File: config.mk
export PLATFORM = sky130hd
export DESIGN_NAME = sti_tap
export DESIGN_NICKNAME = d
export VERILOG_FILES = /design/src/verilog/sti_pkg.sv /design/src/verilog/sti_fifo.sv /design/src/verilog/sti_tap.sv
export SDC_FILE = /design/constraint.sdc
export NUM_CORES = 1
export LEC_CHECK = 0
export BUFFER_PORTS_ARGS = -buffer_cell sky130_fd_sc_hd__buf_2
export CORE_MARGIN = 5
export CORE_UTILIZATION = 40
export CTS_CLUSTER_SIZE = 12
export DETAILED_ROUTE_END_ITERATION = 8
export PLACE_DENSITY = 0.54
export SYNTH_ARGS = -nofsm -noshare
export SYNTH_HDL_FRONTEND = slang
export SYNTH_SLANG_ARGS = --single-unit
File: constraint.sdc
create_clock -name clk_i -period 3.3 [get_ports clk_i]
set_input_delay 0.33 -clock clk_i [delete_from_list [all_inputs] [get_ports clk_i]]
set_output_delay 0.33 -clock clk_i [all_outputs]
set_load 0.02 [all_outputs]
File: src/verilog/sti_pkg.sv
// Constants for the scan-port instruction decoder of the burst memory.
// Assumes a single 50 MHz system clock; the test clock arrives as a plain pin.
`default_nettype none

package sti_pkg;

  localparam int unsigned IR_WIDTH = 3;
  localparam int unsigned ID_WIDTH = 32;
  localparam int unsigned SYNC_STAGES = 2;

  // Instruction codes, most significant bit written leftmost
  localparam logic [2:0] IR_EXTEST = 3'h0;
  localparam logic [2:0] IR_IDCODE = 3'h1;
  localparam logic [2:0] IR_SAMPLE_Z = 3'h2;
  localparam logic [2:0] IR_RESERVED_A = 3'h3;
  localparam logic [2:0] IR_SAMPLE_PRELOAD = 3'h4;
  localparam logic [2:0] IR_PRIVATE = 3'h5;
  localparam logic [2:0] IR_RESERVED_B = 3'h6;
  localparam logic [2:0] IR_BYPASS = 3'h7;

  // Pattern forced into the instruction shifter in Capture-IR
  localparam logic [2:0] IR_CAPTURE = 3'h1;
  localparam logic [2:0] IR_RESET = IR_IDCODE;

  // Identification word; the value is arbitrary, bit 0 is the presence bit
  localparam logic [31:0] ID_VALUE = 32'h0000_0A5F;

  localparam logic BYPASS_CAPTURE = 1'b0;
  localparam logic TDO_RESET = 1'b0;

  typedef enum logic [3:0] {
    ST_RESET = 4'h0,
    ST_IDLE = 4'h1,
    ST_SEL_DR = 4'h3,
    ST_CAP_DR = 4'h2,
    ST_SH_DR = 4'h6,
    ST_EX1_DR = 4'h7,
    ST_PA_DR = 4'h5,
    ST_EX2_DR = 4'h4,
    ST_UPD_DR = 4'hC,
    ST_SEL_IR = 4'hD,
    ST_CAP_IR = 4'hF,
    ST_SH_IR = 4'hE,
    ST_EX1_IR = 4'hA,
    ST_PA_IR = 4'hB,
    ST_EX2_IR = 4'h9,
    ST_UPD_IR = 4'h8
  } sti_state_e;

  typedef enum logic [1:0] {
    SEL_BSR = 2'h0,
    SEL_ID = 2'h1,
    SEL_BYP = 2'h2
  } sti_sel_e;

endpackage : sti_pkg

`default_nettype wire

File: src/verilog/sti_fifo.sv
// Small synchronous FIFO with valid/ready on both sides.
// Assumes one clock and a synchronous active-high reset.
`default_nettype none

module sti_fifo #(
  parameter int unsigned WIDTH = 3,
  parameter int unsigned DEPTH = 4
) (
  input wire logic clk_i,
  input wire logic rst_i,
  input wire logic in_valid_i,
  output logic in_ready_o,
  input wire logic [WIDTH-1:0] in_data_i,
  output logic out_valid_o,
  input wire logic out_ready_i,
  output logic [WIDTH-1:0] out_data_o
);

  localparam int unsigned AW = (DEPTH > 1) ? $clog2(DEPTH) : 1;

  logic [WIDTH-1:0] mem [DEPTH];
  logic [AW-1:0] wr_ptr;
  logic [AW-1:0] rd_ptr;
  logic [AW:0] count;
  logic [AW-1:0] next_wr_ptr;
  logic [AW-1:0] next_rd_ptr;
  logic [AW:0] next_count;
  logic push;
  logic pop;

  assign in_ready_o = (count != DEPTH[AW:0]);
  assign out_valid_o = (count != '0);
  assign out_data_o = mem[rd_ptr];
  assign push = in_valid_i && in_ready_o;
  assign pop = out_valid_o && out_ready_i;

  always_comb
  begin
    next_wr_ptr = wr_ptr;
    next_rd_ptr = rd_ptr;
    next_count = count;
    if (push)
    begin
      next_wr_ptr = (wr_ptr == AW'(DEPTH - 1)) ? '0 : AW'(wr_ptr + 1'b1);
    end
    if (pop)
    begin
      next_rd_ptr = (rd_ptr == AW'(DEPTH - 1)) ? '0 : AW'(rd_ptr + 1'b1);
    end
    if (push && !pop)
    begin
      next_count = (AW + 1)'(count + 1'b1);
    end
    else if (pop && !push)
    begin
      next_count = (AW + 1)'(count - 1'b1);
    end
  end

  always_ff @(posedge clk_i)
  begin
    if (rst_i)
    begin
      wr_ptr <= '0;
      rd_ptr <= '0;
      count <= '0;
    end
    else
    begin
      wr_ptr <= next_wr_ptr;
      rd_ptr <= next_rd_ptr;
      count <= next_count;
    end
  end

  // Storage needs no reset; empty flag hides stale words
  always_ff @(posedge clk_i)
  begin
    if (push)
    begin
      mem[wr_ptr] <= in_data_i;
    end
  end

endmodule : sti_fifo

`default_nettype wire

File: src/verilog/sti_tap.sv
// Scan test port of a synchronous burst memory: state machine, instruction
// decode and the scan data registers. The test clock is sampled as a pin by
// the 50 MHz system clock; it must stay well below half that rate.
`default_nettype none

module sti_tap #(
  parameter int unsigned BSR_LEN = 16,
  parameter int unsigned LOG_DEPTH = 4
) (
  input wire logic clk_i,
  input wire logic rst_i,
  input wire logic tck_i,
  input wire logic tms_i,
  input wire logic tdi_i,
  input wire logic [BSR_LEN-1:0] io_ring_i,
  output logic tdo_o,
  output logic tdo_oe_o,
  output logic outputs_float_o,
  output logic bsr_drive_o,
  output logic [BSR_LEN-1:0] bsr_pins_o,
  output logic instr_valid_o,
  output logic [2:0] instr_data_o,
  input wire logic instr_ready_i
);

  // Selects the scan register that a code places in the path
  function automatic sti_pkg::sti_sel_e sel_of(input logic [2:0] code);
    sti_pkg::sti_sel_e sel;
    sel = sti_pkg::SEL_BYP;
    case (code)
      sti_pkg::IR_EXTEST: sel = sti_pkg::SEL_BSR;
      sti_pkg::IR_IDCODE: sel = sti_pkg::SEL_ID;
      sti_pkg::IR_SAMPLE_Z: sel = sti_pkg::SEL_BSR;
      sti_pkg::IR_SAMPLE_PRELOAD: sel = sti_pkg::SEL_BSR;
      sti_pkg::IR_RESERVED_A: sel = sti_pkg::SEL_BYP;
      sti_pkg::IR_RESERVED_B: sel = sti_pkg::SEL_BYP;
      sti_pkg::IR_PRIVATE: sel = sti_pkg::SEL_BYP;
      sti_pkg::IR_BYPASS: sel = sti_pkg::SEL_BYP;
      default: sel = sti_pkg::SEL_BYP;
    endcase
    return sel;
  endfunction : sel_of

  function automatic sti_pkg::sti_state_e step(input sti_pkg::sti_state_e st,
                                               input logic tms);
    sti_pkg::sti_state_e nx;
    nx = st;
    case (st)
      sti_pkg::ST_RESET: nx = tms ? sti_pkg::ST_RESET : sti_pkg::ST_IDLE;
      sti_pkg::ST_IDLE: nx = tms ? sti_pkg::ST_SEL_DR : sti_pkg::ST_IDLE;
      sti_pkg::ST_SEL_DR: nx = tms ? sti_pkg::ST_SEL_IR : sti_pkg::ST_CAP_DR;
      sti_pkg::ST_CAP_DR: nx = tms ? sti_pkg::ST_EX1_DR : sti_pkg::ST_SH_DR;
      sti_pkg::ST_SH_DR: nx = tms ? sti_pkg::ST_EX1_DR : sti_pkg::ST_SH_DR;
      sti_pkg::ST_EX1_DR: nx = tms ? sti_pkg::ST_UPD_DR : sti_pkg::ST_PA_DR;
      sti_pkg::ST_PA_DR: nx = tms ? sti_pkg::ST_EX2_DR : sti_pkg::ST_PA_DR;
      sti_pkg::ST_EX2_DR: nx = tms ? sti_pkg::ST_UPD_DR : sti_pkg::ST_SH_DR;
      sti_pkg::ST_UPD_DR: nx = tms ? sti_pkg::ST_SEL_DR : sti_pkg::ST_IDLE;
      sti_pkg::ST_SEL_IR: nx = tms ? sti_pkg::ST_RESET : sti_pkg::ST_CAP_IR;
      sti_pkg::ST_CAP_IR: nx = tms ? sti_pkg::ST_EX1_IR : sti_pkg::ST_SH_IR;
      sti_pkg::ST_SH_IR: nx = tms ? sti_pkg::ST_EX1_IR : sti_pkg::ST_SH_IR;
      sti_pkg::ST_EX1_IR: nx = tms ? sti_pkg::ST_UPD_IR : sti_pkg::ST_PA_IR;
      sti_pkg::ST_PA_IR: nx = tms ? sti_pkg::ST_EX2_IR : sti_pkg::ST_PA_IR;
      sti_pkg::ST_EX2_IR: nx = tms ? sti_pkg::ST_UPD_IR : sti_pkg::ST_SH_IR;
      sti_pkg::ST_UPD_IR: nx = tms ? sti_pkg::ST_SEL_DR : sti_pkg::ST_IDLE;
      default: nx = sti_pkg::ST_RESET;
    endcase
    return nx;
  endfunction : step

  // Pin synchronisers; only the second stage is read by logic
  logic [2:0] pin_s1;
  logic [2:0] pin_s2;
  logic tck_prev;
  logic [BSR_LEN-1:0] ring_s1;
  logic [BSR_LEN-1:0] ring_s2;
  logic tck_s;
  logic tms_s;
  logic tdi_s;
  logic rise;
  logic fall;

  always_ff @(posedge clk_i)
  begin
    if (rst_i)
    begin
      pin_s1 <= '0;
      pin_s2 <= '0;
      tck_prev <= 1'b0;
      ring_s1 <= '0;
      ring_s2 <= '0;
    end
    else
    begin
      pin_s1 <= {tck_i, tms_i, tdi_i};
      pin_s2 <= pin_s1;
      tck_prev <= pin_s2[2];
      ring_s1 <= io_ring_i;
      ring_s2 <= ring_s1;
    end
  end

  assign tck_s = pin_s2[2];
  assign tms_s = pin_s2[1];
  assign tdi_s = pin_s2[0];
  assign rise = tck_s && !tck_prev;
  assign fall = !tck_s && tck_prev;

  sti_pkg::sti_state_e state;
  sti_pkg::sti_state_e next_state;
  logic [2:0] ir;
  logic [2:0] next_ir;
  logic [2:0] ir_sh;
  logic [2:0] next_ir_sh;
  logic byp;
  logic next_byp;
  logic [31:0] id_sh;
  logic [31:0] next_id_sh;
  logic [BSR_LEN-1:0] bsr;
  logic [BSR_LEN-1:0] next_bsr;
  logic [BSR_LEN-1:0] bsr_upd;
  logic [BSR_LEN-1:0] next_bsr_upd;
  logic tdo;
  logic next_tdo;
  logic tdo_oe;
  logic next_tdo_oe;
  logic upd_pend;
  logic next_upd_pend;
  logic push;
  logic fifo_ready;
  sti_pkg::sti_sel_e sel;

  assign sel = sel_of(ir);

  // A new code is logged through the FIFO; a full FIFO holds the update back,
  // so the code takes effect once the consumer drains a slot.
  assign push = upd_pend && fifo_ready;

  always_comb
  begin
    next_state = state;
    next_ir = ir;
    next_ir_sh = ir_sh;
    next_byp = byp;
    next_id_sh = id_sh;
    next_bsr = bsr;
    next_bsr_upd = bsr_upd;
    next_tdo = tdo;
    next_tdo_oe = tdo_oe;
    next_upd_pend = upd_pend;
    if (rise)
    begin
      case (state)
        sti_pkg::ST_CAP_IR: next_ir_sh = sti_pkg::IR_CAPTURE;
        // Bits enter at the top, so the leftmost bit is the last one shifted
        sti_pkg::ST_SH_IR: next_ir_sh = {tdi_s, ir_sh[2:1]};
        sti_pkg::ST_CAP_DR:
        begin
          case (sel)
            sti_pkg::SEL_ID: next_id_sh = sti_pkg::ID_VALUE;
            sti_pkg::SEL_BSR: next_bsr = ring_s2;
            default: next_byp = sti_pkg::BYPASS_CAPTURE;
          endcase
        end
        sti_pkg::ST_SH_DR:
        begin
          case (sel)
            sti_pkg::SEL_ID: next_id_sh = {tdi_s, id_sh[31:1]};
            sti_pkg::SEL_BSR: next_bsr = {tdi_s, bsr[BSR_LEN-1:1]};
            default: next_byp = tdi_s;
          endcase
        end
        default: next_state = step(state, tms_s);
      endcase
      if (state inside {sti_pkg::ST_CAP_IR, sti_pkg::ST_SH_IR,
                        sti_pkg::ST_CAP_DR, sti_pkg::ST_SH_DR})
      begin
        next_state = step(state, tms_s);
      end
    end
    // A fresh Update-IR fall in the same cycle as a push keeps the update pending
    if (push)
    begin
      next_ir = ir_sh;
      next_upd_pend = 1'b0;
    end
    if (fall)
    begin
      next_tdo_oe = (state == sti_pkg::ST_SH_IR) || (state == sti_pkg::ST_SH_DR);
      if (state == sti_pkg::ST_SH_IR)
      begin
        next_tdo = ir_sh[0];
      end
      else if (state == sti_pkg::ST_SH_DR)
      begin
        case (sel)
          sti_pkg::SEL_ID: next_tdo = id_sh[0];
          sti_pkg::SEL_BSR: next_tdo = bsr[0];
          default: next_tdo = byp;
        endcase
      end
      if (state == sti_pkg::ST_UPD_IR)
      begin
        next_upd_pend = 1'b1;
      end
      if (state == sti_pkg::ST_UPD_DR)
      begin
        next_bsr_upd = bsr;
      end
    end
    // Test-Logic-Reset wins over a held update
    if (state == sti_pkg::ST_RESET)
    begin
      next_ir = sti_pkg::IR_RESET;
      next_upd_pend = 1'b0;
    end
  end

  always_ff @(posedge clk_i)
  begin
    if (rst_i)
    begin
      state <= sti_pkg::ST_RESET;
      ir <= sti_pkg::IR_RESET;
      ir_sh <= sti_pkg::IR_CAPTURE;
      byp <= sti_pkg::BYPASS_CAPTURE;
      id_sh <= sti_pkg::ID_VALUE;
      bsr <= '0;
      bsr_upd <= '0;
      tdo <= sti_pkg::TDO_RESET;
      tdo_oe <= 1'b0;
      upd_pend <= 1'b0;
    end
    else
    begin
      state <= next_state;
      ir <= next_ir;
      ir_sh <= next_ir_sh;
      byp <= next_byp;
      id_sh <= next_id_sh;
      bsr <= next_bsr;
      bsr_upd <= next_bsr_upd;
      tdo <= next_tdo;
      tdo_oe <= next_tdo_oe;
      upd_pend <= next_upd_pend;
    end
  end

  logic float_q;
  logic drive_q;

  always_ff @(posedge clk_i)
  begin
    if (rst_i)
    begin
      float_q <= 1'b0;
      drive_q <= 1'b0;
    end
    else
    begin
      float_q <= (ir == sti_pkg::IR_SAMPLE_Z);
      drive_q <= (ir == sti_pkg::IR_EXTEST);
    end
  end

  assign tdo_o = tdo;
  assign tdo_oe_o = tdo_oe;
  assign outputs_float_o = float_q;
  // Sample and preload never touch the memory pins
  assign bsr_drive_o = drive_q;
  assign bsr_pins_o = bsr_upd;

  sti_fifo #(
    .WIDTH(sti_pkg::IR_WIDTH),
    .DEPTH(LOG_DEPTH)
  ) sti_fifo_inst (
    .clk_i(clk_i),
    .rst_i(rst_i),
    .in_valid_i(upd_pend),
    .in_ready_o(fifo_ready),
    .in_data_i(ir_sh),
    .out_valid_o(instr_valid_o),
    .out_ready_i(instr_ready_i),
    .out_data_o(instr_data_o)
  );

endmodule : sti_tap

`default_nettype wire
# After elaboration in Yosys (flattened, before gate mapping)
# Memories as Yosys holds them, arrays and structs flattened. A register that Yosys moved wholly into a read port is not among the register bits.
# Cells that the tools add are included.
[word_totals]
register_bits = 126
latch_bits = 0
mem_bits_rw = 12
romBits = 16
in_bits = 22
out_inout_bits = 24
word_cells = 128
memories = 2
[memory_table]
columns = ["memory", "words", "word_bits", "rd", "rd_ports_with_merged_regs", "wr", "line", "rtl"]
rows = [
  ["(no name shown)", 8, 2, 1, 1, 0, "sti_tap.sv:30", "case (code)"],
  ["sti_fifo_inst.mem", 4, 3, 1, 1, 1, "sti_fifo.sv:21", "logic [WIDTH-1:0] mem [DEPTH];"],
]
[op_classes]
addsub = 4
mul = 0
div = 0
order_cmp = 0
eq_ne = 27
n_shift = 0
n_mux = 42
n_bitwise = 0
reduce_logical = 33
[op_table]
columns = ["op", "count"]
rows = [
  ["32-bit two-way mux", 2],
  ["32-bit case mux with 2 select lines", 1],
  ["4-bit case mux with 12 select lines", 1],
  ["4-bit case mux with 10 select lines", 1],
  ["4-bit == test (second input constant)", 8],
  ["16-bit two-way mux", 2],
  ["16-bit case mux with 2 select lines", 1],
  ["4-bit two-way mux", 6],
  ["3-bit two-way mux", 6],
  ["4-bit by 3-bit == test with 1-bit output (second input constant)", 4],
  ["2-bit two-way mux", 7],
  ["1-bit two-way mux", 12],
  ["4-bit AND reduction", 3],
  ["2-bit by 1-bit != test with 1-bit output (second input constant)", 5],
  ["4-bit by 2-bit == test with 1-bit output (second input constant)", 2],
  ["2-bit AND reduction", 4],
  ["2-bit nonzero test", 4],
  ["2-bit OR reduction", 4],
  ["1-bit logical AND", 6],
  ["3-bit case mux with 2 select lines", 1],
  ["2-bit by 1-bit adder with 2-bit output (second input constant)", 2],
  ["2-bit == test (second input constant)", 2],
  ["4-bit by 1-bit == test with 1-bit output (second input constant)", 1],
  ["1-bit logical NOT", 4],
  ["15 further kinds", 17],
]

# Depth between registers and ports, before layout
[logic_depth]
ltp_word = 6
mapped_depth = 11
depth_no_buf = 9

# Cells and area by module
# A second synthesis with hierarchy kept.
[unflattened]
cells_unflattened = 562
hier_area_um2 = 5554.1
[modules_own_cells]
columns = ["mod", "instances", "cells_each", "area_per_inst_um2", "seq_area_each_um2"]
rows = [
  ["sti_tap", 1, 499, 4642.0, 2422.3],
  ["sti_fifo", 1, 63, 912.1, 540.5],
]

# Worst setup path after synthesis
# No wires, ideal clock.
[synth_timing]
kind = "reg2reg"
from = "reg sti_fifo_inst.count[0]"
to = "reg sti_fifo_inst.count[2]"
setup_time_ns = 0.070
arrival_ns = 2.397
required_ns = 3.230
slack_ns = 0.833
stages_incl_launch_ff = 12
path_buffers = 2
period_less_slack_ns = 2.467
path_cell_list = "dfxtp_1 > nor2_1 > a21bo_2 > clkbuf_1 > inv_1 > clkbuf_1 > ha_1 > inv_1 > fa_1 > xor2_1 > or3_1 > a21oi_1"
[synth_via]
elab_chain_cells = 5
elab_cells_between_ends = 13
cone_classes = "2 x add/sub; 1 x eq/ne; 2 x mux; 8 x reduce/logical"
[synth_rtl]
columns = ["item", "line", "rtl"]
rows = [
  ["start, declared", "sti_fifo.sv:24", "logic [AW:0] count;"],
  ["start signal, assigned", "sti_fifo.sv:72", "count <= next_count;"],
  ["3-bit != test *", "sti_fifo.sv:31", "assign in_ready_o = (count != DEPTH[AW:0]);"],
  ["1-bit logical AND *", "-", ""],
  ["named net push", "sti_tap.sv:128", "logic push;"],
  ["1-bit logical NOT", "sti_fifo.sv:54", "else if (pop && !push)"],
  ["1-bit logical AND", "sti_fifo.sv:54", ""],
  ["2-bit nonzero test (no source line)", "-", ""],
]
# Mark *: on every way through the listed nets, which the timed path passes. The rest lies on a longest branch. The select of a mux whose other input is x is not followed.
# A chain may end at the register's enable or synchronous reset.

# Final worst setup path
[layout_timing]
from = "reg sti_fifo_inst.count[0]"
to = "reg sti_fifo_inst.count[2]"
[layout_via]
elab_chain_cells = 5
elab_cells_between_ends = 13
cone_classes = "2 x add/sub; 1 x eq/ne; 2 x mux; 8 x reduce/logical"
[layout_rtl]
columns = ["item"]
rows = [
  ["branches (longest 5 deep; another with 3-bit by 1-bit subtractor with 3-bit output)"],
]
# Parallel ways; which one is timed is not known. The select of a mux whose other input is x is not followed.

==> results.yml <==
power:
  vdd_drop_max_mv: 0.507
  powerDensity_nw_per_um2: 657
  leakagePower_nw: 2.48
grt:
  grt_use_total: 0.134
  grt_antenna_before_repair: 0
  grt_pass1_vias: 3611
  grt_pass1_wl_mm: 17.5
  grt_max_degree: 70
  grt-ovfl-total: 0
floorplan:
  initial_core_util: 0.409
  io_pins: 46
  die_h_um: 127
  die_w_um: 127
  core-area_um2: 13300
  rows: 42
  die_area_um2: 16000
finish:
  drive_above_1_share: 0.179
  num_antenna_cells: 0
  area_delta_synth_final_pct: 18.2
  nNetsFinal: 614
  instances_no_fill: 774
  layout_commonest_cell: "dfxtp_1"
  final_cell_mix: "dfxtp_1 (130), nand2_1 (74), nor2_1 (56)"
clock_network:
  clk_latency_ns: 0.42
  clk_pin_slew_ns: 0.06
  cts.sinks: 142
  ctsHoldBuffers: 0
  cts_max_level: 4
  cts_tree: "yes"
  cts_resized: 0
  ctsLongestPathBuffers: 2
  post-cts-setup-buffer-count: 0
  root_buffer: "clkbuf_16"
  numCtsBuffers: 17
critical_path:
  path_buf_inv: 2
  r2r_cells: 9
  regToRegSetupSlack_ns: 0.82
  crit_path_max_fanout: 11
  r2r_start: "sti_fifo_inst.count[0]"
  critical-path-top-delay-family: "adder cells"
  slowest_delay_ns: 0.43
  cp_cell_sequence: "nor2_1 > a21bo_2 > inv_1 > ha_1 > inv_1 > fa_1 > xor2_1 > or3_1 > a21oi_1"
  critPathArrivalTime_ns: 2.81
  r2r_end: "sti_fifo_inst.count[2]"
  worstPathRequired_ns: 3.63
  cp_slowest_cell: "fa_1"
  path_class: "reg -> reg"
  end_kind: "register"
  worstSetupStartpointType: "register"
  cp_common_cell: "inv_1"
route:
  antenna_left: 0
  wl_per_cell_um: 13.4
  via_per_inst: 4.90
  vias: 3792
  routed_wl_mm: 10.4
  first_pass_iters: 4
  drcViolationCount: 0
  drt-initial-drc-count: 222
placed_design:
  io_buffers: 45
  place_congestion: 0.712
  dp.cells: 742
  pre_cts_ws_ns: 0.847
  dp_hpwl_mm: 6.65
sta:
  finalCriticalPeriod_ns: 2.48
  clock_skew_ns: 0.0129
  tightest_slew_ns: 0.880
  final.setup.worst_slack_ns: 0.818
  slew_headroom: 0.413
  max_freq_ghz: 0.403
  fin_setup_tns_ns: 0
  drv_slew: 0
  hold_viol_final: 0
  rsz0062_at_grt: "no"
  min_period_over_period: 0.752
  setup_viol: 0
hold_path:
  min_path_cells: 2
  holdCritStartpoint: "io_ring_i[8]"
  holdPathEnd: "ring_s1[8]"
  hold_path_class: "in -> reg"
yosys:
  synth_cells: 553
  synth_seq_cells: 142
  synth_area_um2: 5440
  syn_area_per_cell_um2: 9.83
  yosysUniqueCellTypes: 48
  yosysWarningCount: 0
  seq_area_frac_synth: 0.545
  syn_nets: 582
outcome:
  status: "complete, no violations"
flow_run:
  maxCapViolCount: 0
-- sequential cells by signal (all words and copies together), names as in the netlist, 3 cells and up, named ones only --
signal and count:
ir 3, ring_s1 16, ring_s2 16, ir_sh 3, sti_fifo_inst.count 3, state 4, sti_fifo_inst.mem 12, id_sh 32
bsr_pins_o 16, bsr 16, pin_s2 3, pin_s1 3
-- where the power goes --
part | internal (mW) | leakage (nW) | switching (mW)
registers | 1.79 | 1.17 | 0.0492
clock network | 1.38 | 0.324 | 0.741
logic | 0.117 | 0.985 | 0.147
-- layer usage --
layer / vias up / track usage / wire, µm
met5: - / 0 / 0
li1: 1951 / - / -
met4: 0 / 0.0517 / 115
met1: 1766 / 0.178 / 5130
met2: 67 / 0.207 / 4770
met3: 8 / 0.0404 / 363
-- synthesized netlist by cell type (all sizes together) --
cell type	number	area (µm²)
a211o	1	8.76
a211oi	2	15.0
a21bo	1	10.0
a21o	1	7.51
a21oi	37	185
a311oi	17	236
a32oi	1	8.76
and2	6	37.5
and4bb	1	12.5
buf	10	72.6
clkbuf	30	113
dfxtp	130	2600
edfxtp	12	360
fa	1	20.0
ha	6	75.1
inv	5	18.8
maj3	2	20.0
mux2i	21	210
mux4	3	67.6
nand2	74	278
nand2b	8	50.1
nand3	25	125
nand3b	1	7.51
nand4	2	12.5
nand4b	1	8.76
nor2	56	210
nor2b	45	282
nor3	13	65.1
nor3b	4	35.0
nor4	2	27.5
nor4b	3	26.3
nor4bb	1	10.0
o2111ai	1	8.76
o211ai	1	7.51
o21a	1	7.51
o21ai	7	35.0
o21bai	9	67.6
o221ai	1	8.76
o31ai	1	7.51
o41ai	1	8.76
or3	6	37.5
or3b	1	11.3
xor2	2	17.5
-- worst register-to-register path: stages, from the launching register on --
cell and delay (ns):
dfxtp_1 0.42, nor2_1 0.08, a21bo_2 0.28, inv_1 0.26, ha_1 0.24, inv_1 0.07
fa_1 0.43, xor2_1 0.18, or3_1 0.31, a21oi_1 0.15
-- stage by stage --
| stage | util | area, µm² | hold slack [ns] | total power [mW] |
|---|---|---|---|---|
| floorplan | - | 5440 | 0.414 | 2.06 |
| global placement | 0.433 | 5760 | 0.423 | 2.13 |
| detailed placement | 0.433 | 5760 | 0.422 | 2.14 |
| CTS | 0.483 | 6420 | 0.110 | 4.27 |
| global route | 0.483 | 6420 | 0.123 | 4.39 |
| finish | 0.483 | 6420 | 0.117 | 4.22 |
-- how the worst max path moves through the flow --
stage                                 from                     end  slack, ns  depth (start not counted)
floorplan           sti_fifo_inst.count[0]  sti_fifo_inst.count[2]       0.83                         11
global placement    sti_fifo_inst.count[0]  sti_fifo_inst.count[2]       0.95                          9
detailed placement  sti_fifo_inst.count[0]  sti_fifo_inst.count[2]       0.85                          9
CTS                 sti_fifo_inst.count[0]  sti_fifo_inst.count[2]       0.83                          9
global route        sti_fifo_inst.count[0]  sti_fifo_inst.count[2]       0.62                          9
finish              sti_fifo_inst.count[0]  sti_fifo_inst.count[2]       0.82                          9
-- area by class of cell --
type | instances | area (µm²)
fillers | 1238 | 6870
flip-flops and latches | 142 | 2960
multi-input cells | 366 | 2270
clock buffers | 18 | 439
repair buffers | 53 | 288
clock inverters | 14 | 226
well taps | 176 | 220
inverters | 5 | 18.8
-- cell families (layout without fill, tap and decap cells) --
logic type | Yosys count | after routing | share of synthesized area
AO/OA/AOI/OAI | 82 | 82 | 0.115
XOR/XNOR | 2 | 2 | 0.00322
adder cells (fa/ha/maj) | 9 | 9 | 0.0212
buffers and inverters | 45 | 90 | 0.0375
flip-flops | 142 | 142 | 0.545
multiplexers | 24 | 24 | 0.0511
AND/OR/NAND/NOR | 249 | 249 | 0.227
Note: power is estimated with default switching activity, not from simulation.
